==> src/rtl/sync_cfg_pkg.sv <==
// Constants, types and tables for the switching frequency and sync block
package sync_cfg_pkg;

  // Clock and frequency figures in kHz
  localparam logic [15:0] CLK_FREQ_KHZ = 16'h61a8;  // 25000 kHz
  localparam logic [15:0] STEP_KHZ     = 16'h0032;  // 50 kHz
  localparam logic [15:0] MIN_FREQ_KHZ = 16'h012c;  // 300 kHz
  localparam logic [15:0] MAX_FREQ_KHZ = 16'h05dc;  // 1500 kHz

  // Counts in clock cycles derived from the figures above
  localparam logic [7:0] PER_MAX_CYC      = 8'(CLK_FREQ_KHZ / MIN_FREQ_KHZ);
  localparam logic [7:0] PER_MIN_CYC      = 8'(CLK_FREQ_KHZ / MAX_FREQ_KHZ);
  localparam logic [7:0] SYNC_TIMEOUT_CYC = 8'((32'(CLK_FREQ_KHZ) * 2) / 32'(MIN_FREQ_KHZ));

  // Legal programmed range in 50 kHz steps
  localparam logic [4:0] STEP_MIN = 5'(MIN_FREQ_KHZ / STEP_KHZ);
  localparam logic [4:0] STEP_MAX = 5'(MAX_FREQ_KHZ / STEP_KHZ);

  // Resistor index to frequency, in 50 kHz steps
  localparam int RT_CODES = 15;
  localparam logic [4:0] RT_STEP_TABLE [RT_CODES] = '{
    5'h06, 5'h08, 5'h0a, 5'h0b, 5'h0c, 5'h0d, 5'h0e, 5'h0f,
    5'h10, 5'h11, 5'h12, 5'h13, 5'h14, 5'h19, 5'h1e
  };

  // Phase-mode command values
  localparam logic [15:0] PM_STANDALONE = 16'h0000;
  localparam logic [15:0] PM_MASTER     = 16'h0100;
  localparam logic [15:0] PM_SLAVE_IN   = 16'h0120;
  localparam logic [15:0] PM_SLAVE_ANTI = 16'h0121;

  typedef enum logic [1:0] {
    MODE_STANDALONE = 2'b00,
    MODE_MASTER     = 2'b01,
    MODE_SLAVE_IN   = 2'b10,
    MODE_SLAVE_ANTI = 2'b11
  } sync_mode_t;

  localparam sync_mode_t MODE_RESET = MODE_MASTER;

  // Management-bus write strobe with its data word
  typedef struct packed {
    logic        wr;
    logic [15:0] data;
  } cmd_t;

  // Observable state of the block
  typedef struct packed {
    sync_mode_t mode;
    logic       ext_lock;
    logic       init_done;
    logic [4:0] freq_step;
    logic [7:0] period;
  } sync_status_t;

endpackage

==> src/rtl/phase_clock.sv <==
// Switching-phase counter producing a 50 % duty square wave
module phase_clock
  import sync_cfg_pkg::*;
(
  input  wire logic       clk,
  input  wire logic       rst,
  input  wire logic [7:0] period,
  input  wire logic       load,
  input  wire logic [7:0] load_val,
  output logic      [7:0] count,
  output logic            sw_high
);

  logic [7:0] count_q;
  logic [7:0] count_d;
  logic       sw_q;
  wire  [7:0] half = {1'b0, period[7:1]};
  wire        wrap = (count_q >= period - 8'h01);

  // Loading realigns phase at once; a wrap starts a new switching cycle
  assign count_d = load ? load_val : (wrap ? 8'h00 : count_q + 8'h01);

  always_ff @(posedge clk)
  begin
    if (rst)
    begin
      count_q <= 8'h00;
      sw_q    <= 1'b0;
    end
    else
    begin
      count_q <= count_d;
      sw_q    <= (count_d < half);
    end
  end

  assign count   = count_q;
  assign sw_high = sw_q;

endmodule

==> src/rtl/switching_sync_config.sv <==
// Switching frequency selection and sync pin master/slave control
// Function
// - At power up, map resistor index to one of fifteen frequencies, 300 to 1500 kHz.
// - A management write may replace the resistor frequency, in 50 kHz steps.
// - Four configurations exist; master after reset; phase-mode write switches configuration.
// - Phase-mode values: 0x0000 standalone, 0x0100 master, 0x0120/0x0121 slave in/anti.
// - Standalone after power up: sync pin not driven, no sync output.
// - Master after power up: drive 50 % square wave in phase with switching.
// - Slave in phase with external clock: take its frequency, align phase to it.
// - Slave antiphase with external clock: take its frequency, offset half a period.
module switching_sync_config
  import sync_cfg_pkg::*;
(
  input  wire logic         CLK,
  input  wire logic         SYS_RST,
  input  wire logic         INIT_DONE,
  input  wire logic [3:0]   FREQ_SET_RESISTOR,
  input  wire cmd_t         FREQ_CMD,
  input  wire cmd_t         PHASE_MODE_COMMAND,
  input  wire logic         FREQ_SET_SYNC_PIN_IN,
  output logic              FREQ_SET_SYNC_PIN_OUT,
  output logic              FREQ_SET_SYNC_PIN_OE,
  output logic              SW_NODE,
  output sync_status_t      STATUS
);

  // Cycles per switching period for a frequency given in 50 kHz steps.
  // Restoring division keeps this constant-time without a divide operator.
  function automatic logic [7:0] cycles_per_period(input logic [4:0] step);
    logic [15:0] den;
    logic [16:0] rem;
    logic [15:0] quo;
    den = 16'(step) * STEP_KHZ;
    rem = 17'h00000;
    quo = 16'h0000;
    for (int i = 15; i >= 0; i--)
    begin
      rem = {rem[15:0], CLK_FREQ_KHZ[i]};
      if (rem >= {1'b0, den})
      begin
        rem    = rem - {1'b0, den};
        quo[i] = 1'b1;
      end
    end
    return quo[7:0];
  endfunction

  // State
  logic       init_done_q;
  logic [4:0] step_q;
  logic [4:0] step_d;
  sync_mode_t mode_q;
  sync_mode_t mode_d;
  logic       pin_prev_q;
  logic [7:0] gap_q;
  logic [7:0] gap_d;
  logic [7:0] meas_q;
  logic [7:0] meas_d;
  logic       lock_q;
  logic       lock_d;
  logic       oe_q;

  // Resistor lookup; an out-of-table index falls back to the lowest setting
  wire        rt_in_table = (FREQ_SET_RESISTOR < 4'(RT_CODES));
  wire  [4:0] rt_step     = rt_in_table ? RT_STEP_TABLE[FREQ_SET_RESISTOR]
                                        : RT_STEP_TABLE[0];

  // Programmed frequency is taken only when on the step grid and in range
  wire        freq_ok  = (FREQ_CMD.data[15:5] == 11'h000)
                       && (FREQ_CMD.data[4:0] >= STEP_MIN)
                       && (FREQ_CMD.data[4:0] <= STEP_MAX);
  wire        freq_wr  = FREQ_CMD.wr && init_done_q && freq_ok;

  // Resistor is sensed only while power-up init runs, then frozen
  assign step_d = !init_done_q ? rt_step
                : freq_wr      ? FREQ_CMD.data[4:0]
                :                step_q;

  // Phase-mode decode; unknown values leave the configuration as it was
  wire pm_wr = PHASE_MODE_COMMAND.wr;

  always_comb
  begin
    mode_d = mode_q;
    if (pm_wr)
    begin
      case (PHASE_MODE_COMMAND.data)
        PM_STANDALONE: mode_d = MODE_STANDALONE;
        PM_MASTER:     mode_d = MODE_MASTER;
        PM_SLAVE_IN:   mode_d = MODE_SLAVE_IN;
        PM_SLAVE_ANTI: mode_d = MODE_SLAVE_ANTI;
        default:       mode_d = mode_q;
      endcase
    end
  end

  // External clock detection, only meaningful in the slave modes
  wire is_slave   = (mode_q == MODE_SLAVE_IN) || (mode_q == MODE_SLAVE_ANTI);
  // Own drive lingers a cycle after leaving master; it is no external edge
  wire pin_rise   = is_slave && init_done_q && !oe_q
                    && FREQ_SET_SYNC_PIN_IN && !pin_prev_q;
  wire [7:0] gap1 = (gap_q == 8'hff) ? gap_q : gap_q + 8'h01;
  wire gap_legal  = (gap1 >= PER_MIN_CYC) && (gap1 <= PER_MAX_CYC);
  wire timed_out  = (gap_q >= SYNC_TIMEOUT_CYC);

  // Parked saturated outside slave, so the first edge after entry cannot lock
  assign gap_d  = !is_slave ? 8'hff
                : pin_rise  ? 8'h00
                :             gap1;
  assign meas_d = (pin_rise && gap_legal) ? gap1 : meas_q;

  // Lock needs two edges a legal period apart; a missing edge drops it
  assign lock_d = !is_slave          ? 1'b0
                : pin_rise           ? gap_legal
                : timed_out          ? 1'b0
                :                      lock_q;

  // Period source: measured external clock when locked, else own setting
  wire [7:0] own_period = cycles_per_period(step_q);
  wire [7:0] period     = lock_q ? meas_q : own_period;

  // Edge realigns the phase counter; antiphase lands half a period away.
  // Realignment waits for lock so a stray first edge does not jolt phase.
  wire       align      = pin_rise && lock_q && gap_legal;
  wire [7:0] align_val  = (mode_q == MODE_SLAVE_ANTI) ? {1'b0, gap1[7:1]}
                                                      : 8'h00;

  // Pin driven only by a master after power up; the resistor owns it before
  wire oe_d = init_done_q && (mode_q == MODE_MASTER);

  // Power-up completion is sticky until the next reset
  always_ff @(posedge CLK)
  begin
    if (SYS_RST)
      init_done_q <= 1'b0;
    else
      init_done_q <= init_done_q || INIT_DONE;
  end

  always_ff @(posedge CLK)
  begin
    if (SYS_RST)
      step_q <= STEP_MIN;
    else
      step_q <= step_d;
  end

  always_ff @(posedge CLK)
  begin
    if (SYS_RST)
      mode_q <= MODE_RESET;
    else
      mode_q <= mode_d;
  end

  always_ff @(posedge CLK)
  begin
    if (SYS_RST)
      pin_prev_q <= 1'b0;
    else
      pin_prev_q <= FREQ_SET_SYNC_PIN_IN;
  end

  always_ff @(posedge CLK)
  begin
    if (SYS_RST)
      gap_q <= 8'hff;
    else
      gap_q <= gap_d;
  end

  // Measured period starts at the slowest legal clock
  always_ff @(posedge CLK)
  begin
    if (SYS_RST)
      meas_q <= PER_MAX_CYC;
    else
      meas_q <= meas_d;
  end

  always_ff @(posedge CLK)
  begin
    if (SYS_RST)
      lock_q <= 1'b0;
    else
      lock_q <= lock_d;
  end

  // Enable from a flop so a mode write cannot glitch the pin drive
  always_ff @(posedge CLK)
  begin
    if (SYS_RST)
      oe_q <= 1'b0;
    else
      oe_q <= oe_d;
  end

  logic       sw_high;

  phase_clock phase_clock_i (
    .clk      (CLK),
    .rst      (SYS_RST),
    .period   (period),
    .load     (align),
    .load_val (align_val),
    .count    (),
    .sw_high  (sw_high)
  );

  // Sync out is the switching flop itself, so its rising edge matches the node
  assign SW_NODE               = sw_high;
  assign FREQ_SET_SYNC_PIN_OUT = oe_q && sw_high;
  assign FREQ_SET_SYNC_PIN_OE  = oe_q;

  // Period reported is the one in use, measured or own
  assign STATUS.mode      = mode_q;
  assign STATUS.ext_lock  = lock_q;
  assign STATUS.init_done = init_done_q;
  assign STATUS.freq_step = step_q;
  assign STATUS.period    = period;

endmodule

==> config.mk <==
export PLATFORM = sky130hd
export DESIGN_NAME = switching_sync_config
export DESIGN_NICKNAME = d
export VERILOG_FILES = /design/src/rtl/sync_cfg_pkg.sv /design/src/rtl/phase_clock.sv /design/src/rtl/switching_sync_config.sv
export SDC_FILE = /design/constraint.sdc
export NUM_CORES = 1
export LEC_CHECK = 0
export BUFFER_PORTS_ARGS = -buffer_cell sky130_fd_sc_hd__buf_4
export CAP_MARGIN = 20
export CORE_MARGIN = 10
export CORE_UTILIZATION = 24
export CTS_CLUSTER_SIZE = 30
export DETAILED_ROUTE_END_ITERATION = 16
export HOLD_SLACK_MARGIN = 0.1
export SLEW_MARGIN = 20
export SYNTH_ARGS = -nofsm -noshare
export SYNTH_HDL_FRONTEND = slang
export SYNTH_SLANG_ARGS = --single-unit
==> constraint.sdc <==
create_clock -name CLK -period 56 [get_ports CLK]
set_input_delay 0 -clock CLK [delete_from_list [all_inputs] [get_ports CLK]]
set_output_delay 0 -clock CLK [all_outputs]
set_load 0.1 [all_outputs]
==> results of run 1 <==
worst max-delay path, delay by kind of cell, from the launching register on:
family          cells  cell delay, ns
mux                 7            1.86
simple gates       69           12.92
compound gates    135           27.39
xor+xnor            1            0.17
flops               1            0.76
buf+inv            13            2.16
fa+ha+maj          20            5.88
logic make-up after synthesis:
group | Yosys count | share of synthesized area (%)
AO/OA/AOI/OAI | 608 | 32.4
AND/OR/NAND/NOR | 679 | 26.9
XOR/XNOR | 117 | 7.91
buffers and inverters | 141 | 4.48
flip-flops | 36 | 5.52
adder cells (fa/ha/maj) | 178 | 17.5
multiplexers | 64 | 5.32
per-stage QoR:
step | instances | utilization, % | setup WS (ns) | area [um^2] | hold WS, ns
after floorplan | 1823 | - | 8.13 | 13000 | 0.116
after global placement | 2552 | 26.6 | 4.93 | 14300 | 0.207
after detailed placement | 2552 | 26.6 | 3.91 | 14300 | 0.215
after CTS | 2567 | 27.0 | 3.66 | 14500 | 0.133
after global routing | 2571 | 27.1 | 0.0611 | 14600 | 0.174
final | 2571 | 27.1 | 4.56 | 14600 | 0.138
state kept, by name, indices dropped and copies added, names as in the netlist:
signal,count
init_done_q,1
FREQ_SET_SYNC_PIN_OE,1
meas_q,8
gap_q,8
mode_q,2
lock_q,1
phase_clock_i.sw_high,1
phase_clock_i.count,8
step_q,5
pin_prev_q,1
cells in the mapped netlist, types with 27 or more instances:
library cell and count:
xnor2_1 82, nand3_1 55, xor2_1 34, o21ai_0 116, nand2_1 136, mux2i_1 32
o31ai_1 40, nand2b_1 49, nor3_1 57, a21oi_1 142, o21a_1 29, dfxtp_1 36
nand4_1 32, and2_1 31, mux2_2 28, a21o_1 72, and3_1 27, inv_1 93
nor2_1 162, ha_1 171
routing by layer:
metal	share of wire (%)	wire length [um]
met3	4.9	2020
met5	0	0
met1	46	18800
met4	1.4	586
met2	48	19800
final timing paths:
| kind | startpoint | end | slack, ns | cells past startpoint |
|---|---|---|---|---|
| max | step_q[2]$_SDFFE_PP1P_ | phase_clock_i.sw_high$_SDFF_PP0_ | 4.56 | 245 |
| max reg2reg | step_q[2]$_SDFFE_PP1P_ | phase_clock_i.sw_high$_SDFF_PP0_ | 4.56 | 245 |
| min | FREQ_SET_RESISTOR[1] | step_q[1]$_SDFFE_PP1P_ | 0.14 | 4 |
| min reg2reg | meas_q[2]$_SDFFE_PP0P_ | meas_q[2]$_SDFFE_PP0P_ | 0.46 | 2 |
final cells by class:
cell class / instances / area share, %
timing repair buffer: 89 / 4.72
multi-input combinational: 1647 / 81.0
inverter: 96 / 2.47
tap: 696 / 5.98
clock inverter: 1 / 0.0344
clock buffer: 6 / 0.885
sequential: 36 / 4.95
timing repair:
item                                    in CTS  in global routing
hold endpoints to repair                    10                  0
resized for setup                            0                  7
hold buffers                                 8                  0
endpoints found under the setup margin       0                  9
setup buffers                                0                  3
==> results_dict.tcl, run 1 <==
set metrics [dict create \
    crit_type "flop to flop" \
    synthArstFlopShare_pct 0 \
    clock_sinks 36 \
    drive_gt1_share_pct 10.8 \
    max_freq_mhz 19.4 \
    die-area_um2 64100 \
    grtUsageTotal_pct 12.3 \
    nFillCells 5896 \
    hpwl_mm 33.0 \
    fin_crit_ns 51.44 \
    maxCapViolations 0 \
    synthFlopType "dfxtp_1" \
    setup_viol 0 \
    yosys.area.top_type_share_pct 16.4 \
    nNetsFinal 2095 \
    rsz0062_at_grt "no" \
    cts_tree "yes" \
    multi_input_area_um2 11800 \
    cts.path.max_buffers 2 \
    busiest_layer "met2" \
    insertion_delay_ns 0.29 \
    ys_seq_area_share_pct 5.52 \
    diodes 0 \
    finalHoldViolCount 0 \
    std_cell_rows 85 \
    start_util_pct 24.2 \
    synth_cells 1823 \
    drc 0 \
    status "finished, final reports clean" \
    grt_pass1_wl_mm 66.8 \
    ys_types 112 \
    via_per_inst 5.38 \
    grt-ovfl-total 0 \
    syn-mean-instance-area_um2 7.16 \
    cpMostUsedCell "a21o_1" \
    syn_area_um2 13000 \
    layout_commonest_cell "ha_1" \
    drv_slew 0 \
    io_pins 62 \
    area_delta_synth_final_pct 11.6 \
    numPortBuffers 61 \
    synth_fp_nets 2043 \
    worst_path_largest_cell_delay_ns 0.76 \
    grt_pass1_vias 13300 \
    root_buffer "clkbuf_16" \
    synth_edf_count 0 \
    die_height_um 253 \
    core_area_um2 53800 \
    critPathCaptureType "flop" \
    die_width_um 253 \
    clk_pin_slew_ns 0.06 \
    timing.slew.headroom_pct 39.1 \
    antenna_found_initial 0 \
    grt_start_max_net_pins 38 \
    yosys_warnings 0 \
    synth_seq_cells 36 \
    seqCellArea_um2 721 \
    crit_arrival_ns 51.62 \
    synth_top_area_cell "ha_1" \
    most-common-layout-cells "ha_1 (171), nor2_1 (160), a21oi_1 (141)" \
    ant_nets 0 \
    synthTopCellsByArea "ha_1 (16%), dfxtp_1 (5.5%), xnor2_1 (5.5%), a21oi_1 (5.4%), nor2_1 (4.7%)" \
    htreeDepth 2 \
    tightestPinTransition_ns 0.908 \
    wl_mm 41.2 \
    fin_skew_ns 0.00656 \
    tns_ns 0 \
    gp_congestion 0.903 \
    cts_inserted_buffers 5 \
    worstPathMaxFanout 27 \
    crit_required_ns 56.18 \
    grt_use_met2_pct 21.9 \
    min_path_type "primary input to flop" \
    cp-start-kind "flop" \
    wl_per_cell_um 16.0 \
    use_met3_pct 0.984 \
    routed-via-count 13800 \
    crit_slowest_cell "dfxtp_1" \
    first_iter_violations 1033 \
    min_period_over_period_pct 91.9 \
    use_met1_pct 16.0 \
    drt-pass1-iter-count 6 \
]
Power of run 1 is left out: the tool's default activity adds up to more than one toggle a clock period on the data nets, which glitch-free logic cannot reach.
==> run 2, diff against run 1 <==
==> constraint.sdc (replaced) <==
create_clock -name CLK -period 50.4 [get_ports CLK]
set_input_delay 0 -clock CLK [delete_from_list [all_inputs] [get_ports CLK]]
set_output_delay 0 -clock CLK [all_outputs]
set_load 0.1 [all_outputs]
==> run 2 against run 1 <==
- clock skew fell by 0.0046 ns
- clock-buffer cell count did not move
- cell area rose by 3.4%
- largest cell class unchanged
- highest routed layer unchanged
==> results_dict.tcl, run 2 (same netlist as run 1, synthesis figures left out) <==
set metrics [dict create \
    hold_end "mode_q[0]$_SDFFE_PP1P_" \
    cts_inserted_buffers 5 \
    area_delta_synth_final_pct 15.4 \
    clk_pin_slew_ns 0.06 \
    whs_path_depth 4 \
    use_met3_pct 1.30 \
    rr_startpoint "step_q[3]$_SDFFE_PP0P_" \
    fin_crit_ns 46.95 \
    crit_type "flop to flop" \
    finalHoldViolCount 0 \
    crit_required_ns 50.57 \
    setup_viol 0 \
    use_met1_pct 16.2 \
    insertion_delay_ns 0.29 \
    diodes 0 \
    cts_tree "yes" \
    ant_nets 0 \
    std_cell_rows 85 \
    worstPathMaxFanout 22 \
    wl_mm 42.4 \
    timing.slew.headroom_pct 41.6 \
    critPathCaptureType "flop" \
    most-common-layout-cells "ha_1 (171), nor2_1 (159), a21oi_1 (137)" \
    critPathLaunch "step_q[3]$_SDFFE_PP0P_" \
    routed-via-count 14100 \
    worst_path_largest_cell_delay_ns 0.51 \
    die-area_um2 64100 \
    fin_area_um2 15100 \
    cp-start-kind "flop" \
    drc 0 \
    max_freq_mhz 21.3 \
    r2r_cells 249 \
    grt_pass1_vias 13600 \
    via_per_inst 5.40 \
    timing.rr.end "phase_clock_i.sw_high$_SDFF_PP0_" \
    status "finished, final reports clean" \
    grt_use_met2_pct 22.1 \
    io_pins 62 \
    die_width_um 253 \
    crit_arrival_ns 47.12 \
    fin_skew_ns 0.00199 \
    die_height_um 253 \
    busiest_layer "met2" \
    antenna_found_initial 0 \
    first_iter_violations 829 \
    crit_slowest_cell "nor4_1" \
    core_area_um2 53800 \
    drv_slew 0 \
    place_area_um2 14400 \
    cpMostUsedCell "a21o_1" \
    gp_congestion 0.910 \
    nNetsFinal 2134 \
    numPortBuffers 61 \
    root_buffer "clkbuf_16" \
    min_from "PHASE_MODE_COMMAND[8]" \
    cts.path.max_buffers 2 \
    grt_start_max_net_pins 37 \
    htreeDepth 2 \
    min_path_type "primary input to flop" \
    nFillCells 5868 \
    drive_gt1_share_pct 14.2 \
    maxCapViolations 0 \
    layout_commonest_cell "ha_1" \
    hpwl_mm 33.4 \
    tightestPinTransition_ns 0.871 \
    grt_pass1_wl_mm 68.2 \
    clock_sinks 36 \
    grt-ovfl-total 0 \
    drt-pass1-iter-count 5 \
    min_period_over_period_pct 93.2 \
    reg2reg_slack_ns 3.45 \
    wl_per_cell_um 16.2 \
    start_util_pct 24.2 \
    grtUsageTotal_pct 12.6 \
]
## run 2: cell types whose count changed in the layout (fill, tap and decap cells not counted), moves of 5 or more
cell,previous run,this run
buf_4,81,117
o21ai_0,116,106
o21ai_1,14,21
a211oi_1,19,14
a211oi_2,2,7
## run 2: critical path, delay by kind of cell (launching register included)
family	cells	cell delay, ns
compound gates	130	23.68
xor+xnor	2	0.40
fa+ha+maj	21	6.16
buf+inv	19	2.59
flops	1	0.39
mux	7	1.82
simple gates	70	11.66
## run 2: area by class of cell
class	count	area, um^2	share of cell area, %
Inverter	96	360	2.39
Sequential cell	36	726	4.82
Multi-Input combinational cell	1648	12000	79.5
Timing Repair Buffer	127	982	6.52
Clock buffer	6	129	0.856
Tap cell	696	871	5.78
Clock inverter	2	16.3	0.108
## run 2: how the worst max path moves through the flow
| stage | end | slack (ns) | cells after the start |
|---|---|---|---|
| floorplan | phase_clock_i.sw_high$_SDFF_PP0_ | 2.53 | 258 |
| global placement | phase_clock_i.sw_high$_SDFF_PP0_ | 1.05 | 244 |
| detailed placement | phase_clock_i.sw_high$_SDFF_PP0_ | -0.08 | 246 |
| CTS | phase_clock_i.sw_high$_SDFF_PP0_ | 0.26 | 249 |
| global route | phase_clock_i.sw_high$_SDFF_PP0_ | -0.23 | 251 |
| finish | phase_clock_i.sw_high$_SDFF_PP0_ | 3.45 | 249 |
## run 2: repair_timing
action                                  CTS  global route
gates resized for setup                   1            57
pin swaps                                 1            14
hold buffers                              7             0
endpoints found under the hold margin    11             0
buffers inserted                          2            31
cloned                                    0             2
endpoints found under the setup margin    1            10
## run 2: through the flow
stage / util [%] / hold WS (ns) / cells / setup TNS [ns] / worst slack [ns]
global placement: 26.7 / 0.205 / 2561 / 0 / 1.05
floorplan: - / 0.116 / 1823 / 0 / 2.53
global route: 28.0 / 0.163 / 2611 / -0.229 / -0.229
finish: 28.0 / 0.102 / 2611 / 0 / 3.45
CTS: 27.1 / 0.104 / 2578 / 0 / 0.257
detailed placement: 26.7 / 0.231 / 2561 / -0.0835 / -0.0835
## run 2: routing by layer
metal / part of all wire, % / vias to the layer above
met3: 4.8 / 56
met5: 0 / -
met2: 47 / 355
li1: - / 7021
met1: 46 / 6667
met4: 1.8 / 0
Power of run 2 is left out for the same reason.
==> run 3, diff against run 2 <==
--- a/config.mk
+++ b/config.mk
@@ -12,6 +12,7 @@
 export CTS_CLUSTER_SIZE = 30
 export DETAILED_ROUTE_END_ITERATION = 16
 export HOLD_SLACK_MARGIN = 0.1
+export PLACE_DENSITY = 0.45
 export SLEW_MARGIN = 20
 export SYNTH_ARGS = -nofsm -noshare
 export SYNTH_HDL_FRONTEND = slang
==> constraint.sdc (replaced) <==
create_clock -name CLK -period 50.4 [get_ports CLK]
set_input_delay 0 -clock CLK [delete_from_list [all_inputs] [get_ports CLK]]
set_output_delay 0 -clock CLK [all_outputs]
set_load 0.05 [all_outputs]
==> run 3 against run 2 <==
- worst hold slack better by 0.0091 ns
- critical path type unchanged
- highest routed layer unchanged
- core utilization fell by 0.23 points
- global-route usage up 0.52 points
- non-clock buffer count is 12 lower
- critical endpoint unchanged
- clock-buffer cell count decreased by 1
- via count decreased by 2.2%
- final cell count is 0.50% lower
- cell area fell by 0.82%
- setup slack better by 0.45 ns
==> results_dict.tcl, run 3 (same netlist as run 1, synthesis figures left out) <==
set metrics [dict create \
    status "finished, final reports clean" \
    wl_mm 43.8 \
    grt_pass1_vias 13300 \
    io_pins 62 \
    critPathCaptureType "flop" \
    final.setup.worst_slack_ns 3.90 \
    min_period_over_period_pct 92.3 \
    maxCapViolations 0 \
    ant_nets 0 \
    finalHoldViolCount 0 \
    pre_cts_ws_ns 0.927 \
    numPortBuffers 61 \
    clock_sinks 36 \
    grt_pass1_wl_mm 70.3 \
    drive_gt1_share_pct 13.1 \
    crit_type "flop to flop" \
    seqCellArea_um2 721 \
    first_iter_violations 855 \
    rr_startpoint "step_q[3]$_SDFFE_PP0P_" \
    most-common-layout-cells "ha_1 (171), nor2_1 (159), a21oi_1 (139)" \
    drc 0 \
    worst_path_largest_cell_delay_ns 0.45 \
    setup_viol 0 \
    gp_congestion 0.876 \
    min_path_type "primary input to flop" \
    via_per_inst 5.31 \
    worstPathMaxFanout 16 \
    cts_inserted_buffers 5 \
    reg2reg_slack_ns 3.90 \
    timing.rr.end "phase_clock_i.sw_high$_SDFF_PP0_" \
    cts.path.max_buffers 2 \
    r2r_cells 246 \
    die_height_um 253 \
    insertion_delay_ns 0.28 \
    core_area_um2 53800 \
    multi_input_area_um2 11900 \
    fin_crit_ns 46.50 \
    grtUsageTotal_pct 13.1 \
    area_delta_synth_final_pct 14.5 \
    crit_required_ns 50.57 \
    antenna_found_initial 0 \
    crit_slowest_cell "or3_1" \
    crit_arrival_ns 46.67 \
    layout_commonest_cell "ha_1" \
    std_cell_rows 85 \
    die-area_um2 64100 \
    cpMostUsedCell "a21o_1" \
    diodes 0 \
    die_width_um 253 \
    grt_start_max_net_pins 37 \
    cp-start-kind "flop" \
    drt-pass1-iter-count 6 \
    tightestPinTransition_ns 1.02 \
    grt-ovfl-total 0 \
    nFillCells 5895 \
    critPathLaunch "step_q[3]$_SDFFE_PP0P_" \
    routed-via-count 13800 \
    root_buffer "clkbuf_16" \
    cts_tree "yes" \
    wl_per_cell_um 16.8 \
    clk_pin_slew_ns 0.06 \
    max_freq_mhz 21.5 \
    timing.slew.headroom_pct 31.6 \
    fin_skew_ns 0.00598 \
    drv_slew 0 \
    htreeDepth 2 \
    crit_end "phase_clock_i.sw_high$_SDFF_PP0_" \
    hpwl_mm 35.2 \
    nNetsFinal 2121 \
    start_util_pct 24.2 \
]
[run 3: changes by cell type in the layout (fill, tap and decap cells not counted), moves of 3 or more]
cell | before | now
o21ai_1 | 21 | 17
a21oi_2 | 8 | 5
o21ai_0 | 106 | 110
buf_4 | 117 | 104
[run 3: how the worst min path moves through the flow]
stage / start / slack (ns) / end / cells after the start
after detailed placement: INIT_DONE / 0.21 / init_done_q$_SDFF_PP0_ / 3
final: FREQ_CMD[2] / 0.11 / step_q[2]$_SDFFE_PP1P_ / 4
after CTS: FREQ_CMD[2] / 0.10 / step_q[2]$_SDFFE_PP1P_ / 4
after global routing: FREQ_CMD[2] / 0.14 / step_q[2]$_SDFFE_PP1P_ / 4
after floorplan: INIT_DONE / 0.12 / init_done_q$_SDFF_PP0_ / 2
after global placement: INIT_DONE / 0.20 / init_done_q$_SDFF_PP0_ / 3
[run 3: critical path: cells and delay by family, from the launching register on]
kind | cells | cell delay (ns)
AO/OA/AOI/OAI | 129 | 23.63
XOR/XNOR | 2 | 0.38
adder cells (fa/ha/maj) | 21 | 6.23
buffers and inverters | 15 | 1.93
flip-flops | 1 | 0.42
multiplexers | 8 | 2.11
AND/OR/NAND/NOR | 71 | 11.58
[run 3: layout make-up]
cell class / count / area share (%)
multi-input combinational: 1647 / 79.9
timing repair buffer: 115 / 6.04
tap: 696 / 5.83
sequential: 36 / 4.82
inverter: 96 / 2.41
clock buffer: 5 / 0.838
clock inverter: 3 / 0.126
[run 3: through the flow]
stage / hold slack, ns / std cells / utilization (%) / TNS, ns / instance area (um^2)
floorplan: 0.116 / 1823 / - / 0 / 13000
CTS: 0.102 / 2583 / 27.2 / 0 / 14600
global placement: 0.204 / 2566 / 26.8 / 0 / 14400
detailed placement: 0.212 / 2566 / 26.8 / 0 / 14400
global route: 0.136 / 2598 / 27.8 / -0.0615 / 14900
finish: 0.111 / 2598 / 27.8 / 0 / 14900
[run 3: routing by layer]
metal | vias to the layer above | wire length [um] | track usage, %
met2 | 278 | 20600 | 22.8
met4 | 0 | 519 | 1.93
met1 | 6489 | 21200 | 17.7
li1 | 6992 | - | -
met3 | 36 | 1440 | 1.03
met5 | - | 0 | 0
[run 3: timing repair]
item	CTS	global route
hold endpoints to repair	11	0
hold buffers	9	0
resized for setup	0	41
buffers inserted	0	14
endpoints found under the setup margin	0	10
Power of run 3 is left out for the same reason.
